<file path="src/hdl/swt_defs.vh">
`ifndef SWT_DEFS_VH
`define SWT_DEFS_VH

// Counter geometry.
`define SWT_CNT_W          41
`define SWT_REF_W          32
`define SWT_CAL_PER_W      16

// Value taken on when a timer passes zero.
`define SWT_WRAP_VAL       41'h001_ffff_ffff

// Reset values.
`define SWT_CNT_RST        41'h000_0000_0000
`define SWT_REF_RST        32'h0000_0000

// Calibration defaults and nominal figures.
`define SWT_CAL_DEF_PER    16'h0014
`define SWT_CAL_NOM_REF    32'h0000_2710

// Clock rates in hertz.
`define SWT_CORE_CLK_HZ    250000000
`define SWT_LP_CLK_HZ      32000
`define SWT_REF_CLK_HZ     16000000

// Calibration sequencer state codes.
`define SWT_CAL_IDLE       2'h0
`define SWT_CAL_ARM        2'h1
`define SWT_CAL_RUN        2'h2

`endif

</file>
<file path="src/hdl/swt_top.v">
// How it works
// [RULE1] Two independent wake timers, zero and one, each a 41-bit counter.
// [RULE2] Timers step on the slow clock, whether the device sleeps or runs.
// [RULE3] A started timer counts down and signals the system controller at zero.
// [RULE4] A per-timer enable gates the zero-reached interrupt.
// [RULE5] Software gives start values in slow periods; thirty-two is one millisecond.
// [RULE6] At zero a timer reloads the 33-bit all-ones wrap value and keeps counting.
// [RULE7] Stop freezes the count and suppresses the interrupt.
// [RULE8] The live count is always readable without disturbing the timer.
// [RULE9] A running flag per timer shows which timers are counting.
// [RULE10] A fired flag per timer shows a zero pass; reading it clears it.
// [RULE11] The interrupt goes out on the system controller path, no own line.
// [RULE12] Software stops timer zero and clears fired flags before calibrating.
// [RULE13] Calibration: timer zero counts twenty periods, reference counter counts fast clock.
// [RULE14] At timer zero reaching zero the reference count is published.
// [RULE15] An enhanced calibration lets software choose the number of slow periods.
// [RULE16] Fired sets on every zero pass regardless of enable, held until read.
`timescale 1ns/1ps
`include "swt_defs.vh"

module swt_top #(
	parameter CNT_W = `SWT_CNT_W,
	parameter REF_W = `SWT_REF_W,
	parameter PER_W = `SWT_CAL_PER_W
) (
	input  wire             core_clk,        // Core clock, 250 MHz.
	input  wire             rst_n,           // Asynchronous reset, active low.
	input  wire             lp_clk,          // Slow 32 kHz clock, sampled as data.
	input  wire             ref_clk,         // 16 MHz peripheral clock, sampled as data.
	input  wire             wt0_start,       // Pulse: start timer zero.
	input  wire [CNT_W-1:0] wt0_load,        // Timer zero start value.
	input  wire             wt0_stop,        // Pulse: stop timer zero.
	input  wire             wt0_int_en,      // Timer zero interrupt enable.
	input  wire             wt1_start,       // Pulse: start timer one.
	input  wire [CNT_W-1:0] wt1_load,        // Timer one start value.
	input  wire             wt1_stop,        // Pulse: stop timer one.
	input  wire             wt1_int_en,      // Timer one interrupt enable.
	input  wire             fired_rd,        // Pulse: read and clear fired flags.
	input  wire             cal_start,       // Pulse: begin a calibration.
	input  wire [PER_W-1:0] cal_periods,     // Calibration periods, zero means default.
	output wire [CNT_W-1:0] wt0_count,       // Live count of timer zero.
	output wire [CNT_W-1:0] wt1_count,       // Live count of timer one.
	output wire [1:0]       wt_running,      // Running flags, bit per timer.
	output reg  [1:0]       wt_fired_q,      // Fired flags, bit per timer.
	output reg  [1:0]       sysctl_irq_q,    // Pulse per timer toward system controller.
	output reg              cal_busy_q,      // Calibration in progress.
	output wire             cal_done,        // Pulse: cal_result updated.
	output reg              cal_refused_q,   // Pulse: calibration start refused.
	output wire [REF_W-1:0] cal_result       // Reference count of last calibration.
);

	// Rising-edge test shared by both sampled clocks.
	function swt_rise;
		input cur;
		input prev;
		begin
			swt_rise = cur & ~prev;
		end
	endfunction

	reg             lp_prev_q;
	reg             ref_prev_q;
	wire            lp_tick;
	wire            ref_tick;
	reg  [1:0]      cal_st_q;
	reg  [1:0]      cal_st_d;
	reg  [PER_W-1:0] cal_per_q;
	wire            cal_load;
	wire            cal_abort;
	wire            t0_start;
	wire [CNT_W-1:0] t0_val;
	wire            t0_run;
	wire            t1_run;
	wire            t0_fire;
	wire            t1_fire;
	wire [1:0]      fire_vec;
	wire [1:0]      en_vec;

	// Edge history of the sampled clocks; inputs are already core-synchronous.
	always @(posedge core_clk or negedge rst_n) begin
		if (!rst_n) begin
			lp_prev_q  <= 1'b0;
			ref_prev_q <= 1'b0;
		end else begin
			lp_prev_q  <= lp_clk;
			ref_prev_q <= ref_clk;
		end
	end

	// No sleep input gates the tick: the timers count in every power state.
	assign lp_tick  = swt_rise(lp_clk, lp_prev_q); // [RULE2]
	assign ref_tick = swt_rise(ref_clk, ref_prev_q);

	// Calibration owns timer zero's start path while it loads the count.
	assign cal_load = (cal_st_q == `SWT_CAL_ARM) && lp_tick;
	assign t0_start = cal_load | (wt0_start & ~cal_busy_q);
	assign t0_val   = cal_load ? {{(CNT_W-PER_W){1'b0}}, cal_per_q} : wt0_load; // [RULE15]

	// Timer zero.
	swt_wake_ctr #(
		.CNT_W    (CNT_W)
	) u_wt0 (
		.core_clk (core_clk),
		.rst_n    (rst_n),
		.lp_tick  (lp_tick),
		.start    (t0_start),
		.load_val (t0_val),
		.stop     (wt0_stop),
		.cnt_q    (wt0_count),
		.run_q    (t0_run),
		.fire_q   (t0_fire)
	); // [RULE1]

	// Timer one.
	swt_wake_ctr #(
		.CNT_W    (CNT_W)
	) u_wt1 (
		.core_clk (core_clk),
		.rst_n    (rst_n),
		.lp_tick  (lp_tick),
		.start    (wt1_start),
		.load_val (wt1_load),
		.stop     (wt1_stop),
		.cnt_q    (wt1_count),
		.run_q    (t1_run),
		.fire_q   (t1_fire)
	); // [RULE1]

	// Counts and run flags are wired straight out; reading never touches them.
	assign wt_running = {t1_run, t0_run}; // [RULE8] [RULE9]

	assign fire_vec = {t1_fire, t0_fire};
	assign en_vec   = {wt1_int_en, wt0_int_en};

	// Fired flags: a fire landing in the read-clear cycle survives the clear.
	always @(posedge core_clk or negedge rst_n) begin
		if (!rst_n) begin
			wt_fired_q <= 2'h0;
		end else begin
			wt_fired_q <= (wt_fired_q & {2{~fired_rd}}) | fire_vec; // [RULE10] [RULE16]
		end
	end

	// Interrupt pulses go to the system controller's aggregator only.
	always @(posedge core_clk or negedge rst_n) begin
		if (!rst_n) begin
			sysctl_irq_q <= 2'h0;
		end else begin
			sysctl_irq_q <= fire_vec & en_vec; // [RULE4] [RULE11]
		end
	end

	// A user stop of timer zero during a measurement abandons it.
	assign cal_abort = (cal_st_q == `SWT_CAL_RUN) && !t0_run && !t0_fire;

	// Calibration sequencer. Arming waits for a slow-clock edge so whole periods
	// are measured; the reference count starts in the same cycle as the load.
	always @* begin
		cal_st_d = cal_st_q;
		case (cal_st_q)
			`SWT_CAL_IDLE: begin
				if (cal_start && !t0_run) begin
					cal_st_d = `SWT_CAL_ARM;
				end
			end
			`SWT_CAL_ARM: begin
				if (wt0_stop) begin
					cal_st_d = `SWT_CAL_IDLE;
				end else if (lp_tick) begin
					cal_st_d = `SWT_CAL_RUN; // [RULE13]
				end
			end
			`SWT_CAL_RUN: begin
				if (t0_fire || cal_abort) begin
					cal_st_d = `SWT_CAL_IDLE; // [RULE14]
				end
			end
			default: begin
				cal_st_d = `SWT_CAL_IDLE;
			end
		endcase
	end

	// Sequencer registers; the period count is latched at the start request.
	always @(posedge core_clk or negedge rst_n) begin
		if (!rst_n) begin
			cal_st_q      <= `SWT_CAL_IDLE;
			cal_per_q     <= `SWT_CAL_DEF_PER;
			cal_busy_q    <= 1'b0;
			cal_refused_q <= 1'b0;
		end else begin
			cal_st_q      <= cal_st_d;
			cal_busy_q    <= (cal_st_d != `SWT_CAL_IDLE);
			// Start while timer zero runs is the caller's fault; refuse it visibly.
			cal_refused_q <= cal_start && (t0_run || cal_st_q != `SWT_CAL_IDLE); // [RULE12]
			if (cal_start && cal_st_q == `SWT_CAL_IDLE && !t0_run) begin
				if (cal_periods == {PER_W{1'b0}}) begin
					cal_per_q <= `SWT_CAL_DEF_PER; // [RULE13]
				end else begin
					cal_per_q <= cal_periods; // [RULE15]
				end
			end
		end
	end

	// Reference counter on the fast peripheral clock.
	swt_cal_ref #(
		.REF_W    (REF_W)
	) u_ref (
		.core_clk (core_clk),
		.rst_n    (rst_n),
		.clear    (cal_load),
		.ref_tick (ref_tick),
		.capture  (t0_fire && cal_st_q == `SWT_CAL_RUN),
		.abort    (cal_abort || (cal_st_q == `SWT_CAL_ARM && wt0_stop)),
		.result_q (cal_result),
		.done_q   (cal_done)
	); // [RULE13] [RULE14]

endmodule

</file>
<file path="src/hdl/swt_wake_ctr.v">
`timescale 1ns/1ps
`include "swt_defs.vh"

module swt_wake_ctr #(
	parameter CNT_W = `SWT_CNT_W
) (
	input  wire             core_clk,  // Core clock.
	input  wire             rst_n,     // Asynchronous reset, active low.
	input  wire             lp_tick,   // One-cycle pulse per slow-clock period.
	input  wire             start,     // Load value and start counting.
	input  wire [CNT_W-1:0] load_val,  // Countdown start value.
	input  wire             stop,      // Freeze the count.
	output reg  [CNT_W-1:0] cnt_q,     // Live count.
	output reg              run_q,     // Timer is counting.
	output reg              fire_q     // One-cycle pulse on reaching zero.
);

	reg [CNT_W-1:0] cnt_d;
	reg             run_d;
	reg             fire_d;

	// Stop takes priority over start so a frozen timer never fires late.
	always @* begin
		cnt_d  = cnt_q;
		run_d  = run_q;
		fire_d = 1'b0;
		if (stop) begin
			run_d = 1'b0; // [RULE7]
		end else if (start) begin
			cnt_d = load_val;
			run_d = 1'b1;
		end else if (run_q && lp_tick) begin
			// A zero start value fires on the first period.
			if (cnt_q == {{(CNT_W-1){1'b0}}, 1'b1} || cnt_q == {CNT_W{1'b0}}) begin
				cnt_d  = `SWT_WRAP_VAL; // [RULE6]
				fire_d = 1'b1; // [RULE3]
			end else begin
				cnt_d = cnt_q - {{(CNT_W-1){1'b0}}, 1'b1}; // [RULE3]
			end
		end
	end

	// State registers.
	always @(posedge core_clk or negedge rst_n) begin
		if (!rst_n) begin
			cnt_q  <= `SWT_CNT_RST;
			run_q  <= 1'b0;
			fire_q <= 1'b0;
		end else begin
			cnt_q  <= cnt_d;
			run_q  <= run_d;
			fire_q <= fire_d;
		end
	end

endmodule

</file>
<file path="src/hdl/swt_cal_ref.v">
`timescale 1ns/1ps
`include "swt_defs.vh"

module swt_cal_ref #(
	parameter REF_W = `SWT_REF_W
) (
	input  wire             core_clk,  // Core clock.
	input  wire             rst_n,     // Asynchronous reset, active low.
	input  wire             clear,     // Restart the count from zero and enable it.
	input  wire             ref_tick,  // One-cycle pulse per reference-clock period.
	input  wire             capture,   // Freeze and publish the count.
	input  wire             abort,     // Stop counting without publishing.
	output reg  [REF_W-1:0] result_q,  // Last published reference count.
	output reg              done_q     // One-cycle pulse when result_q updates.
);

	reg [REF_W-1:0] acc_q;
	reg             en_q;

	// The counter saturates rather than wrapping, so a stalled slow clock
	// gives an obviously large result instead of a small wrong one.
	always @(posedge core_clk or negedge rst_n) begin
		if (!rst_n) begin
			acc_q    <= `SWT_REF_RST;
			en_q     <= 1'b0;
			result_q <= `SWT_REF_RST;
			done_q   <= 1'b0;
		end else begin
			done_q <= 1'b0;
			if (clear) begin
				acc_q <= `SWT_REF_RST; // [RULE13]
				en_q  <= 1'b1;
			end else if (capture && en_q) begin
				result_q <= acc_q + {{(REF_W-1){1'b0}}, ref_tick}; // [RULE14]
				done_q   <= 1'b1;
				en_q     <= 1'b0;
			end else if (abort) begin
				en_q <= 1'b0;
			end else if (en_q && ref_tick && acc_q != {REF_W{1'b1}}) begin
				acc_q <= acc_q + {{(REF_W-1){1'b0}}, 1'b1}; // [RULE13]
			end
		end
	end

endmodule

</file>
<file path="config.mk">
export PLATFORM = sky130hd
export DESIGN_NAME = swt_top
export DESIGN_NICKNAME = d
export VERILOG_FILES = /design/src/hdl/swt_top.v /design/src/hdl/swt_wake_ctr.v /design/src/hdl/swt_cal_ref.v
export VERILOG_INCLUDE_DIRS = /design/src /design/src/hdl
export SDC_FILE = /design/constraint.sdc
export NUM_CORES = 1
export LEC_CHECK = 0
export BUFFER_PORTS_ARGS = -buffer_cell sky130_fd_sc_hd__buf_2
export CELL_PAD_IN_SITES_DETAIL_PLACEMENT = 1
export CELL_PAD_IN_SITES_GLOBAL_PLACEMENT = 1
export CORE_MARGIN = 8
export CORE_UTILIZATION = 44
export CTS_CLUSTER_DIAMETER = 80
export DETAILED_ROUTE_END_ITERATION = 10
export PLACE_DENSITY = 0.94
export SYNTH_ARGS = -nofsm -noshare
export SYNTH_HDL_FRONTEND = slang
export SYNTH_SLANG_ARGS = --single-unit
export TNS_END_PERCENT = 50
</file>
<file path="constraint.sdc">
create_clock -name core_clk -period 4.05 [get_ports core_clk]
set_input_delay 0.81 -clock core_clk [delete_from_list [all_inputs] [get_ports core_clk]]
set_output_delay 0.81 -clock core_clk [all_outputs]
set_load 0.005 [all_outputs]
</file>
# Yosys cells after proc, flatten, opt, wreduce, memory -nomap -nowiden
# Cells that the tools add are included.
[classes]
add_sub_neg = 4
eq_ne = 7
mux = 34
bitwise_logic = 14
n_reduce_logical = 37
[op_table]
columns = ["cell", "count"]
rows = [
  ["$mux 41", 7],
  ["$mux 32", 4],
  ["$eq 41x1->1 const B", 2],
  ["$logic_not 41->1", 2],
  ["$sub 41x1->41 const B", 2],
  ["$add 32x1->32", 1],
  ["$add 32x1->32 const B", 1],
  ["$ne 32x32->1 const B", 1],
  ["$mux 1", 17],
  ["$logic_not 16->1", 1],
  ["$mux 16", 1],
  ["$logic_and 1x1->1", 14],
  ["$reduce_bool 2->1", 7],
  ["$mux 2", 4],
  ["$not 1->1", 7],
  ["$pmux 2 s3", 1],
  ["$reduce_and 2->1", 3],
  ["$logic_or 1x1->1", 5],
  ["$and 2x2->2", 2],
  ["$ne 2x2->1 const B", 2],
  ["$and 1x1->1", 3],
  ["$reduce_and 3->1", 1],
  ["$reduce_bool 3->1", 1],
  ["$eq 2x1->1 const B", 1],
  ["5 further kinds", 6],
]
[word_totals]
register_bits = 178
input_bits = 110
output_inout_bits = 123
elab_cells = 114

# Depth between registers and ports, before layout
# Gate-level depths: netlist of run 1.
[depth]
depth_word = 8
ltp_mapped = 10
ltp_nobuf = 10

# Cells and area by module
# Synthesis of run 1 repeated with hierarchy kept, for this count alone.
[hier_totals]
hier_cells = 1303
area_unflattened_um2 = 11403.4
[by_module_without_submodules]
columns = ["module", "instances", "cells_each", "area_per_inst_um2"]
rows = [
  ["swt_wake_ctr", 2, 389, 3143.0],
  ["swt_cal_ref", 1, 399, 3592.2],
  ["swt_top", 1, 126, 1525.2],
]

# Worst setup path before layout of run 1
# OpenSTA, ideal clock, no wires.
[synth_path]
path_kind = "input to register"
startpoint = "input port lp_clk"
endpoint = "register u_wt0.cnt_q[10]"
setup_ns = 0.123
arrival_ns = 2.315
required_ns = 3.927
path_slack_ns = 1.612
cell_stages = 7
n_path_buf = 2
path_cell_list = "nor4bb_1 -> nor2_1 -> a21o_1 -> clkbuf_1 -> clkbuf_1 -> o21ai_0 -> nand2_1"
[synth_between]
elab_chain_len = 5
[synth_rtl]
columns = ["element", "line", "rtl"]
rows = [
  ["start: declaration", "swt_top.v:28", "input wire lp_clk,"],
  ["$and 1x1->1 *", "swt_top.v:57", "swt_rise = cur & ~prev;"],
  ["$logic_and 1x1->1", "swt_top.v:95", "assign cal_load = (cal_st_q == `SWT_CAL_ARM) && lp_tick;"],
  ["$or 1x1->1", "swt_top.v:96", "assign t0_start = cal_load | (wt0_start & ~cal_busy_q);"],
  ["$reduce_bool 2->1 (no line)", "-", ""],
  ["$reduce_and 2->1 (no line)", "-", ""],
  ["end signal: assignment", "swt_wake_ctr.v:46", "cnt_q <= `SWT_CNT_RST;"],
  ["end signal: assignment", "swt_wake_ctr.v:50", "cnt_q <= cnt_d;"],
  ["end: declaration", "swt_wake_ctr.v:13", "output reg [CNT_W-1:0] cnt_q,"],
]
# Every way passes the cells marked *; elsewhere a longest branch is shown, timed or not.
# A chain may end at the register's enable or synchronous reset.

# Final worst setup path of run 1
[layout_path]
startpoint = "register u_wt1.cnt_q[9]"
endpoint = "register u_wt1.cnt_q[19]"
[layout_between]
elab_chain_len = 5
[layout_rtl]
columns = ["element", "line", "rtl"]
rows = [
  ["start: declaration", "swt_wake_ctr.v:13", ""],
  ["start signal: assignment", "swt_wake_ctr.v:46", ""],
  ["start signal: assignment", "swt_wake_ctr.v:50", ""],
  ["parallel branches: the longest is 2 deep, another holds $sub 41x1->41", "-", ""],
  ["$mux 41 *", "swt_wake_ctr.v:34", "if (cnt_q == {{(CNT_W-1){1'b0}}, 1'b1} || cnt_q == {CNT_W{1'b0}}) begin"],
  ["$mux 41 *", "swt_wake_ctr.v:32", "end else if (run_q && lp_tick) begin"],
  ["$mux 41 *", "swt_wake_ctr.v:29", "end else if (start) begin"],
]
# Every way passes the cells marked *. The select of a mux whose other input is x is not followed.

==> metrics.txt, run 1 <==
crit end category register; hold buffer count at cts 0; RSZ-0062 raised after global routing false; status completed; hold slack between 0.4 and 0.5 ns; setup bufs post-CTS 0; DR vias 10649; drt total wl approximately 40000 µm; Iteration-0 DRC Markers between 1000 and 1500; final setup vio count 0; CP Class register to register; Die H about 170 µm; worst-skew pair later-pin latency 0.44 ns; GRT overflow 0; Seq/Total Area, Yosys 0.430; Final Util 0.533; most common cell after layout, fill and taps aside buf_2; clock sink count 178; min Tclk post-route about 3.2 ns; final layout net count 1500; Post-Synthesis Cells 1183; Yosys reg bits between 150 and 200; Slew @ Worst Pin between 0.9 and 1 ns; placeable core area roughly 23000 µm²; WP data required about 4.4 ns; post-CTS resize count 0; Synth Flop Type dfrtp_1; crit path buf inv count 1; Pre-antenna DRT Iters 7; Worst Path Arrival 3.58 ns; # DRC 0; Worst Setup Start Kind register; dpl hpwl about 28000 µm; Lkg Pwr about 5.3 nW; GR Util All Layers 0.274; DIE AREA approximately 29000 µm²; Die Span X ~170 µm; Synth async-reset ratio 1.00; setup_tns 0 ns; ordered list of cells on the worst path or4_4 -> nor4b_4 -> and4_1 -> a21o_1 -> buf_4 -> o21ai_0 -> a22oi_1; clk slew on worst S/H paths 0.08 ns; effective utilization at floorplan 0.445; Yosys warning count 0; ANT nets after route 0; max_slew headroom 0.360; clock buffer depth 2; Final Max Slew Viols 0; Post-Syn Nets approximately 1300; Yosys cell types between 80 and 90; Syn Area/Cell 8.77 µm²; FMAX around 0.31 GHz; number of global-route vias before repair roughly 12000; CTS Root Cell clkbuf_16; cts bufs inserted 17; Final Hold Fails 0; IO Count between 200 and 250; Crit-path slowest cell or4_4; EDFF count, synth 0; wire length per cell approximately 23 µm; Placer Congestion roughly 0.92; Final Skew 0.0176 ns; Hold Path Class input pin to asynchronous set/reset pin; crit-path max cell delay 0.58 ns; delay-heaviest family, CP simple AND/OR/NAND/NOR gates; PwrDens 482 nW/µm²; pin count of the biggest net entering global routing 78; Final Cycle Share 0.800; first-pass GRT wire length roughly 63000 µm; TritonCTS clock tree built; most frequent cells in the layout 231 x buf_2, 176 x dfrtp_1, 131 x nand2_1; Rows 56; layout cells sized above 1 0.238; H-tree depth 4; maximum VDD drop about 0.24 mV; post-DR vias/cell 6.22; Mapped Area 10400 µm²; max cap viols 0; worst-path fanout max 24; synthesis-to-layout area growth 19.9%; initial antenna violation count 2; # port buffers ~230
## power breakdown
part	total, mW	switching (mW)	internal [mW]
combinational	1.53	0.881	0.651
clock	1.83	0.772	1.06
sequential	2.64	0.519	2.12
total	6.00	2.17	3.83
## stage by stage
step,instance area [µm²],setup slack [ns],instances,power (mW)
after floorplan,10400,1.61,1183,3.35
after global placement,11800,1.01,1681,4.03
after detailed placement,11800,0.889,1681,4.14
after CTS,12400,0.859,1712,6.00
after global routing,12400,0.598,1713,6.30
final,12400,0.810,1713,6.00
## synth_stat cells, drive strengths merged (4+ instances only)
library cell	instances	area (µm²)
a211oi	5	37.5
a21o	7	52.6
a21oi	58	294
a221o	6	60.1
a22o	4	35.0
a22oi	13	97.6
a2bb2oi	9	78.8
a31oi	4	25.0
a32o	6	60.1
a32oi	11	96.3
and2	5	31.3
and3	12	75.1
and4	7	61.3
buf	20	116
clkbuf	51	194
dfrtp	176	4400
ha	9	113
inv	49	184
mux2	14	158
nand2	131	492
nand2b	9	63.8
nand3	42	220
nand3b	4	30.0
nand4	27	169
nor2	104	393
nor3	51	277
nor4	37	272
nor4b	4	50.1
o211ai	15	113
o21a	8	60.1
o21ai	105	529
o22a	18	158
o22ai	8	50.1
o31a	4	35.0
o31ai	7	52.6
o41ai	6	52.6
or2	8	50.1
or3	14	92.6
or4	17	131
xnor2	34	298
xor2	26	228
## final cells by class
cell class | instances | area [µm²]
fillers | 2839 | 10900
inverters | 49 | 184
clock inverters | 13 | 194
flip-flops and latches | 178 | 4460
diodes | 1 | 2.50
repair buffers | 250 | 1320
multi-input cells | 885 | 5450
clock buffers | 18 | 439
well taps | 319 | 399
## kinds of logic (layout without fill, tap and decap cells)
kind of cell	after synthesis	after routing	share of synthesized area
AND/OR/NAND/NOR	481	481	0.239
AO/OA/AOI/OAI	321	321	0.207
flip-flops	178	178	0.430
buffers and inverters	120	330	0.0476
XOR/XNOR	60	60	0.0507
multiplexers	14	14	0.0152
adder cells (fa/ha/maj)	9	9	0.0109
other	0	1	0
## path summary, 6_finish.rpt
path,from,to,slack (ns),cells past startpoint
max,u_wt1.cnt_q[9]$_DFFE_PN0P_,u_wt1.cnt_q[19]$_DFFE_PN0P_,0.81,7
min,rst_n,u_ref.result_q[17]$_DFFE_PN0P_,0.41,1
max reg2reg,u_wt1.cnt_q[9]$_DFFE_PN0P_,u_wt1.cnt_q[19]$_DFFE_PN0P_,0.81,7
min reg2reg,u_ref.result_q[18]$_DFFE_PN0P_,u_ref.result_q[18]$_DFFE_PN0P_,0.48,2
max in group asynchronous,rst_n,cal_per_q[4]$_DFFE_PN1P_,2.70,2
min in group core_clk,u_ref.result_q[18]$_DFFE_PN0P_,u_ref.result_q[18]$_DFFE_PN0P_,0.48,2
## flip-flops by register name (all words and copies together), names as in the netlist, 2 cells and up
signal / flops
u_wt0.cnt_q: 41
u_wt1.cnt_q: 41
u_ref.acc_q: 32
u_ref.result_q: 32
cal_per_q: 16
cal_st_q: 2
sysctl_irq_q: 2
wt_fired_q: 2
## layer usage
| layer | GRT usage | part of all wire | up-vias | routed length, µm |
|---|---|---|---|---|
| met5 | 0 | 0.00033 | - | 13 |
| met4 | 0.110 | 0.031 | 2 | 1220 |
| met3 | 0.0679 | 0.080 | 100 | 3150 |
| met2 | 0.461 | 0.49 | 533 | 19200 |
| met1 | 0.332 | 0.40 | 5274 | 15700 |
| li1 | - | - | 4740 | - |
No activity file was read; power rests on OpenSTA's default activity.
==> inputs of run 2 (changes only) <==
--- a/config.mk
+++ b/config.mk
@@ -6,14 +6,15 @@
 export SDC_FILE = /design/constraint.sdc
 export NUM_CORES = 1
 export LEC_CHECK = 0
+export ABC_AREA = 1
 export BUFFER_PORTS_ARGS = -buffer_cell sky130_fd_sc_hd__buf_2
 export CELL_PAD_IN_SITES_DETAIL_PLACEMENT = 1
 export CELL_PAD_IN_SITES_GLOBAL_PLACEMENT = 1
 export CORE_MARGIN = 8
-export CORE_UTILIZATION = 44
+export CORE_UTILIZATION = 35
 export CTS_CLUSTER_DIAMETER = 80
 export DETAILED_ROUTE_END_ITERATION = 10
-export PLACE_DENSITY = 0.94
+export PLACE_DENSITY = 0.85
 export SYNTH_ARGS = -nofsm -noshare
 export SYNTH_HDL_FRONTEND = slang
 export SYNTH_SLANG_ARGS = --single-unit
==> constraint.sdc (replaced) <==
create_clock -name core_clk -period 2.6 [get_ports core_clk]
set_input_delay 0.52 -clock core_clk [delete_from_list [all_inputs] [get_ports core_clk]]
set_output_delay 0.52 -clock core_clk [all_outputs]
set_load 0.005 [all_outputs]
==> metrics.txt, run 2 <==
status completed; most frequent cell after synthesis nand2_1; H-tree depth 4; switching component of the power 4.35 mW; maximum VDD drop approximately 0.46 mV; met1 Track Usage GR 0.285; clk slew on worst S/H paths ~0.080 ns; Final Skew about 0.014 ns; clock sink count 178; Slew @ Worst Pin roughly 1.2 ns; Final Max Slew Viols 0; # DRC 0; number of global-route vias before repair 13497; crit path launch u_wt0.cnt_q[0]$_DFFE_PN0P_; most common cell after layout, fill and taps aside nand2_1; top cell type's share of synthesized area 0.381; effective utilization at floorplan 0.355; DIE AREA 39100 µm²; # fillers 4415; Most common cell on crit path nand2_1; Pint just under 6 mW; IO Count 233; drt total wl 44300 µm; Clk pwr share 0.240; FMAX between 0.4 and 0.5 GHz; final setup vio count 0; max_slew headroom 0.194; GRT Max-Usage Layer met2; # port buffers around 230; post-DR vias/cell roughly 5.3; Non-Filler Instances between 2000 and 2500; Final Cycle Share 0.916; worst r2r src u_wt0.cnt_q[0]$_DFFE_PN0P_; DR vias approximately 13000; PwrDens 743 nW/µm²; Seq/Total Area, Yosys 0.386; Die H just under 200 µm; setup_tns 0 ns; setup ws final roughly 0.22 ns; met3 Usage GRT 0.0431; setup bufs post-CTS 0; wire length per cell around 18 µm; initial antenna violation count 4; Mapped Area about 12000 µm²; crit-path max cell delay ~0.42 ns; r2r endpoint u_wt0.cnt_q[36]$_DFFE_PN0P_; first-pass GRT wire length 71300 µm; CP Class register to register; crit end category register; clock buffer depth 2; Yosys warning count 0; EDFF count, synth 0; Lkg Pwr ~6.6 nW; Worst Path Arrival approximately 2.8 ns; Iteration-0 DRC Markers around 600; Reg power frac 0.417; Largest regs u_wt0.cnt_q x41, u_wt1.cnt_q x41; footprint of the multi-input gates ~6300 µm²; WP data required between 2 and 3 ns; dpl hpwl 34400 µm; Placer Congestion 0.925; Post-Syn Nets approximately 1900; post-synth top area cell dfrtp_1; sw frac 0.425; TritonCTS clock tree built; pin count of the biggest net entering global routing 58; Rows 66; RSZ-0062 raised after global routing false; Worst R2R Path Depth 10; Hold Path Class input pin to asynchronous set/reset pin; max cap viols 0; Final Hold Fails 0; R2R Setup Slk 0.22 ns; min Tclk post-route roughly 2.4 ns; Pre-antenna DRT Iters 5; placed cell count 2385; Synth Flop Type dfrtp_1; Syn Area/Cell roughly 6.6 µm²; GRT overflow 0; Synth async-reset ratio 1.00; Die Span X about 200 µm; final layout net count roughly 2100; synthesis-to-layout area growth 19.4%; cts bufs inserted 17; Seq. cell area 4460 µm²; CTS Root Cell clkbuf_16; worst-path fanout max 6; Worst Setup Start Kind register; top cell types by occurrence after synthesis 524 x nand2_1, 335 x nor2_1, 176 x dfrtp_1; DP Worst Slack approximately 0.092 ns; ANT nets after route 0; combinational power share 0.343; Synth area leaders dfrtp_1 38%, nand2_1 17%, nor2_1 11%; Post-Synthesis Cells between 1500 and 2000; placeable core area 32500 µm²; most frequent cells in the layout 524 x nand2_1, 334 x nor2_1, 231 x buf_2; Yosys reg bits around 180; Crit-path slowest cell dfrtp_1; GR Util All Layers 0.227; layout cells sized above 1 0.174; post-CTS resize count 0; ordered list of cells on the worst path inv_1 -> ha_1 -> nand3_1 -> nor2_2 -> nand2_1 -> nor2_1 -> nand2_1 -> nand2_1 -> nand3_1 -> a21oi_1; Yosys cell types 44; met2 Use GR 0.390; worst-skew pair later-pin latency between 0.4 and 0.5 ns; hold buffer count at cts 0
run 2: cell types whose count changed after synthesis, moves of 14 or more:
cell      delta
o22a_1      -18
or4_1       -16
clkbuf_1    -17
inv_1       +77
o21ai_1     +56
nor3_1      -30
nand2_1    +393
nor4_1      -27
mux2_2      -14
xor2_1      +18
xnor2_1     -24
nor2_1     +232
nand3_1     +83
o21ai_0     -25
run 2: area by class of cell:
type                       instances  area share
multi-input combinational       1365       0.455
sequential                       178       0.323
timing repair buffer             261       0.104
tap                              442      0.0401
inverter                         139      0.0378
clock buffer                      18      0.0311
clock inverter                    14     0.00789
antenna                            1    0.000181
run 2: metal layers:
layer / up-vias / share of wire / routed length [µm]
li1: 6022 / - / -
met1: 6246 / 0.43 / 19000
met2: 363 / 0.49 / 21900
met3: 74 / 0.053 / 2360
met4: 6 / 0.024 / 1040
met5: - / 0.00083 / 37
run 2: through the flow:
step,hold WS (ns),power [mW],area (µm²),util
floorplan,0.224,6.15,11500,-
global placement,0.456,7.61,13200,0.407
detailed placement,0.462,7.79,13200,0.407
CTS,0.00262,10.3,13800,0.424
global route,0.0211,10.9,13800,0.424
finish,0.00171,10.2,13800,0.424
run 2: worst max path at each step:
stage                                                 to  slack (ns)
after global placement       u_wt0.cnt_q[25]$_DFFE_PN0P_        0.18
after global routing         u_wt0.cnt_q[34]$_DFFE_PN0P_        0.07
after detailed placement     u_wt0.cnt_q[39]$_DFFE_PN0P_        0.09
after floorplan           u_ref.result_q[28]$_DFFE_PN0P_        0.66
final                        u_wt0.cnt_q[36]$_DFFE_PN0P_        0.22
after CTS                    u_wt0.cnt_q[34]$_DFFE_PN0P_        0.26
run 2: critical path, delay by kind of cell, from the launching register on:
family	cells	cell delay, ns
compound gates	1	0.15
fa+ha+maj	1	0.27
buf+inv	1	0.15
flops	1	0.42
simple gates	7	1.31
run 2: cell families (layout without fill, tap and decap cells):
family,after synthesis,in the layout,share of synthesized area
AOI/OAI and AO/OA,243,243,0.115
xor gates and xnor gates,54,54,0.0410
adders and majority gates,9,9,0.00975
buffers and inverters,201,432,0.0710
DFF,178,178,0.386
other,0,1,0
and+or+nand+nor,1059,1059,0.377
run 2: power by group through the flow:
stage	Clock [mW]	Sequential [mW]	Combinational (mW)
after global placement	0	4.28	3.33
after floorplan	0	4.04	2.11
after detailed placement	0	4.30	3.50
after global routing	2.62	4.35	3.95
after CTS	2.53	4.25	3.54
final	2.46	4.27	3.51
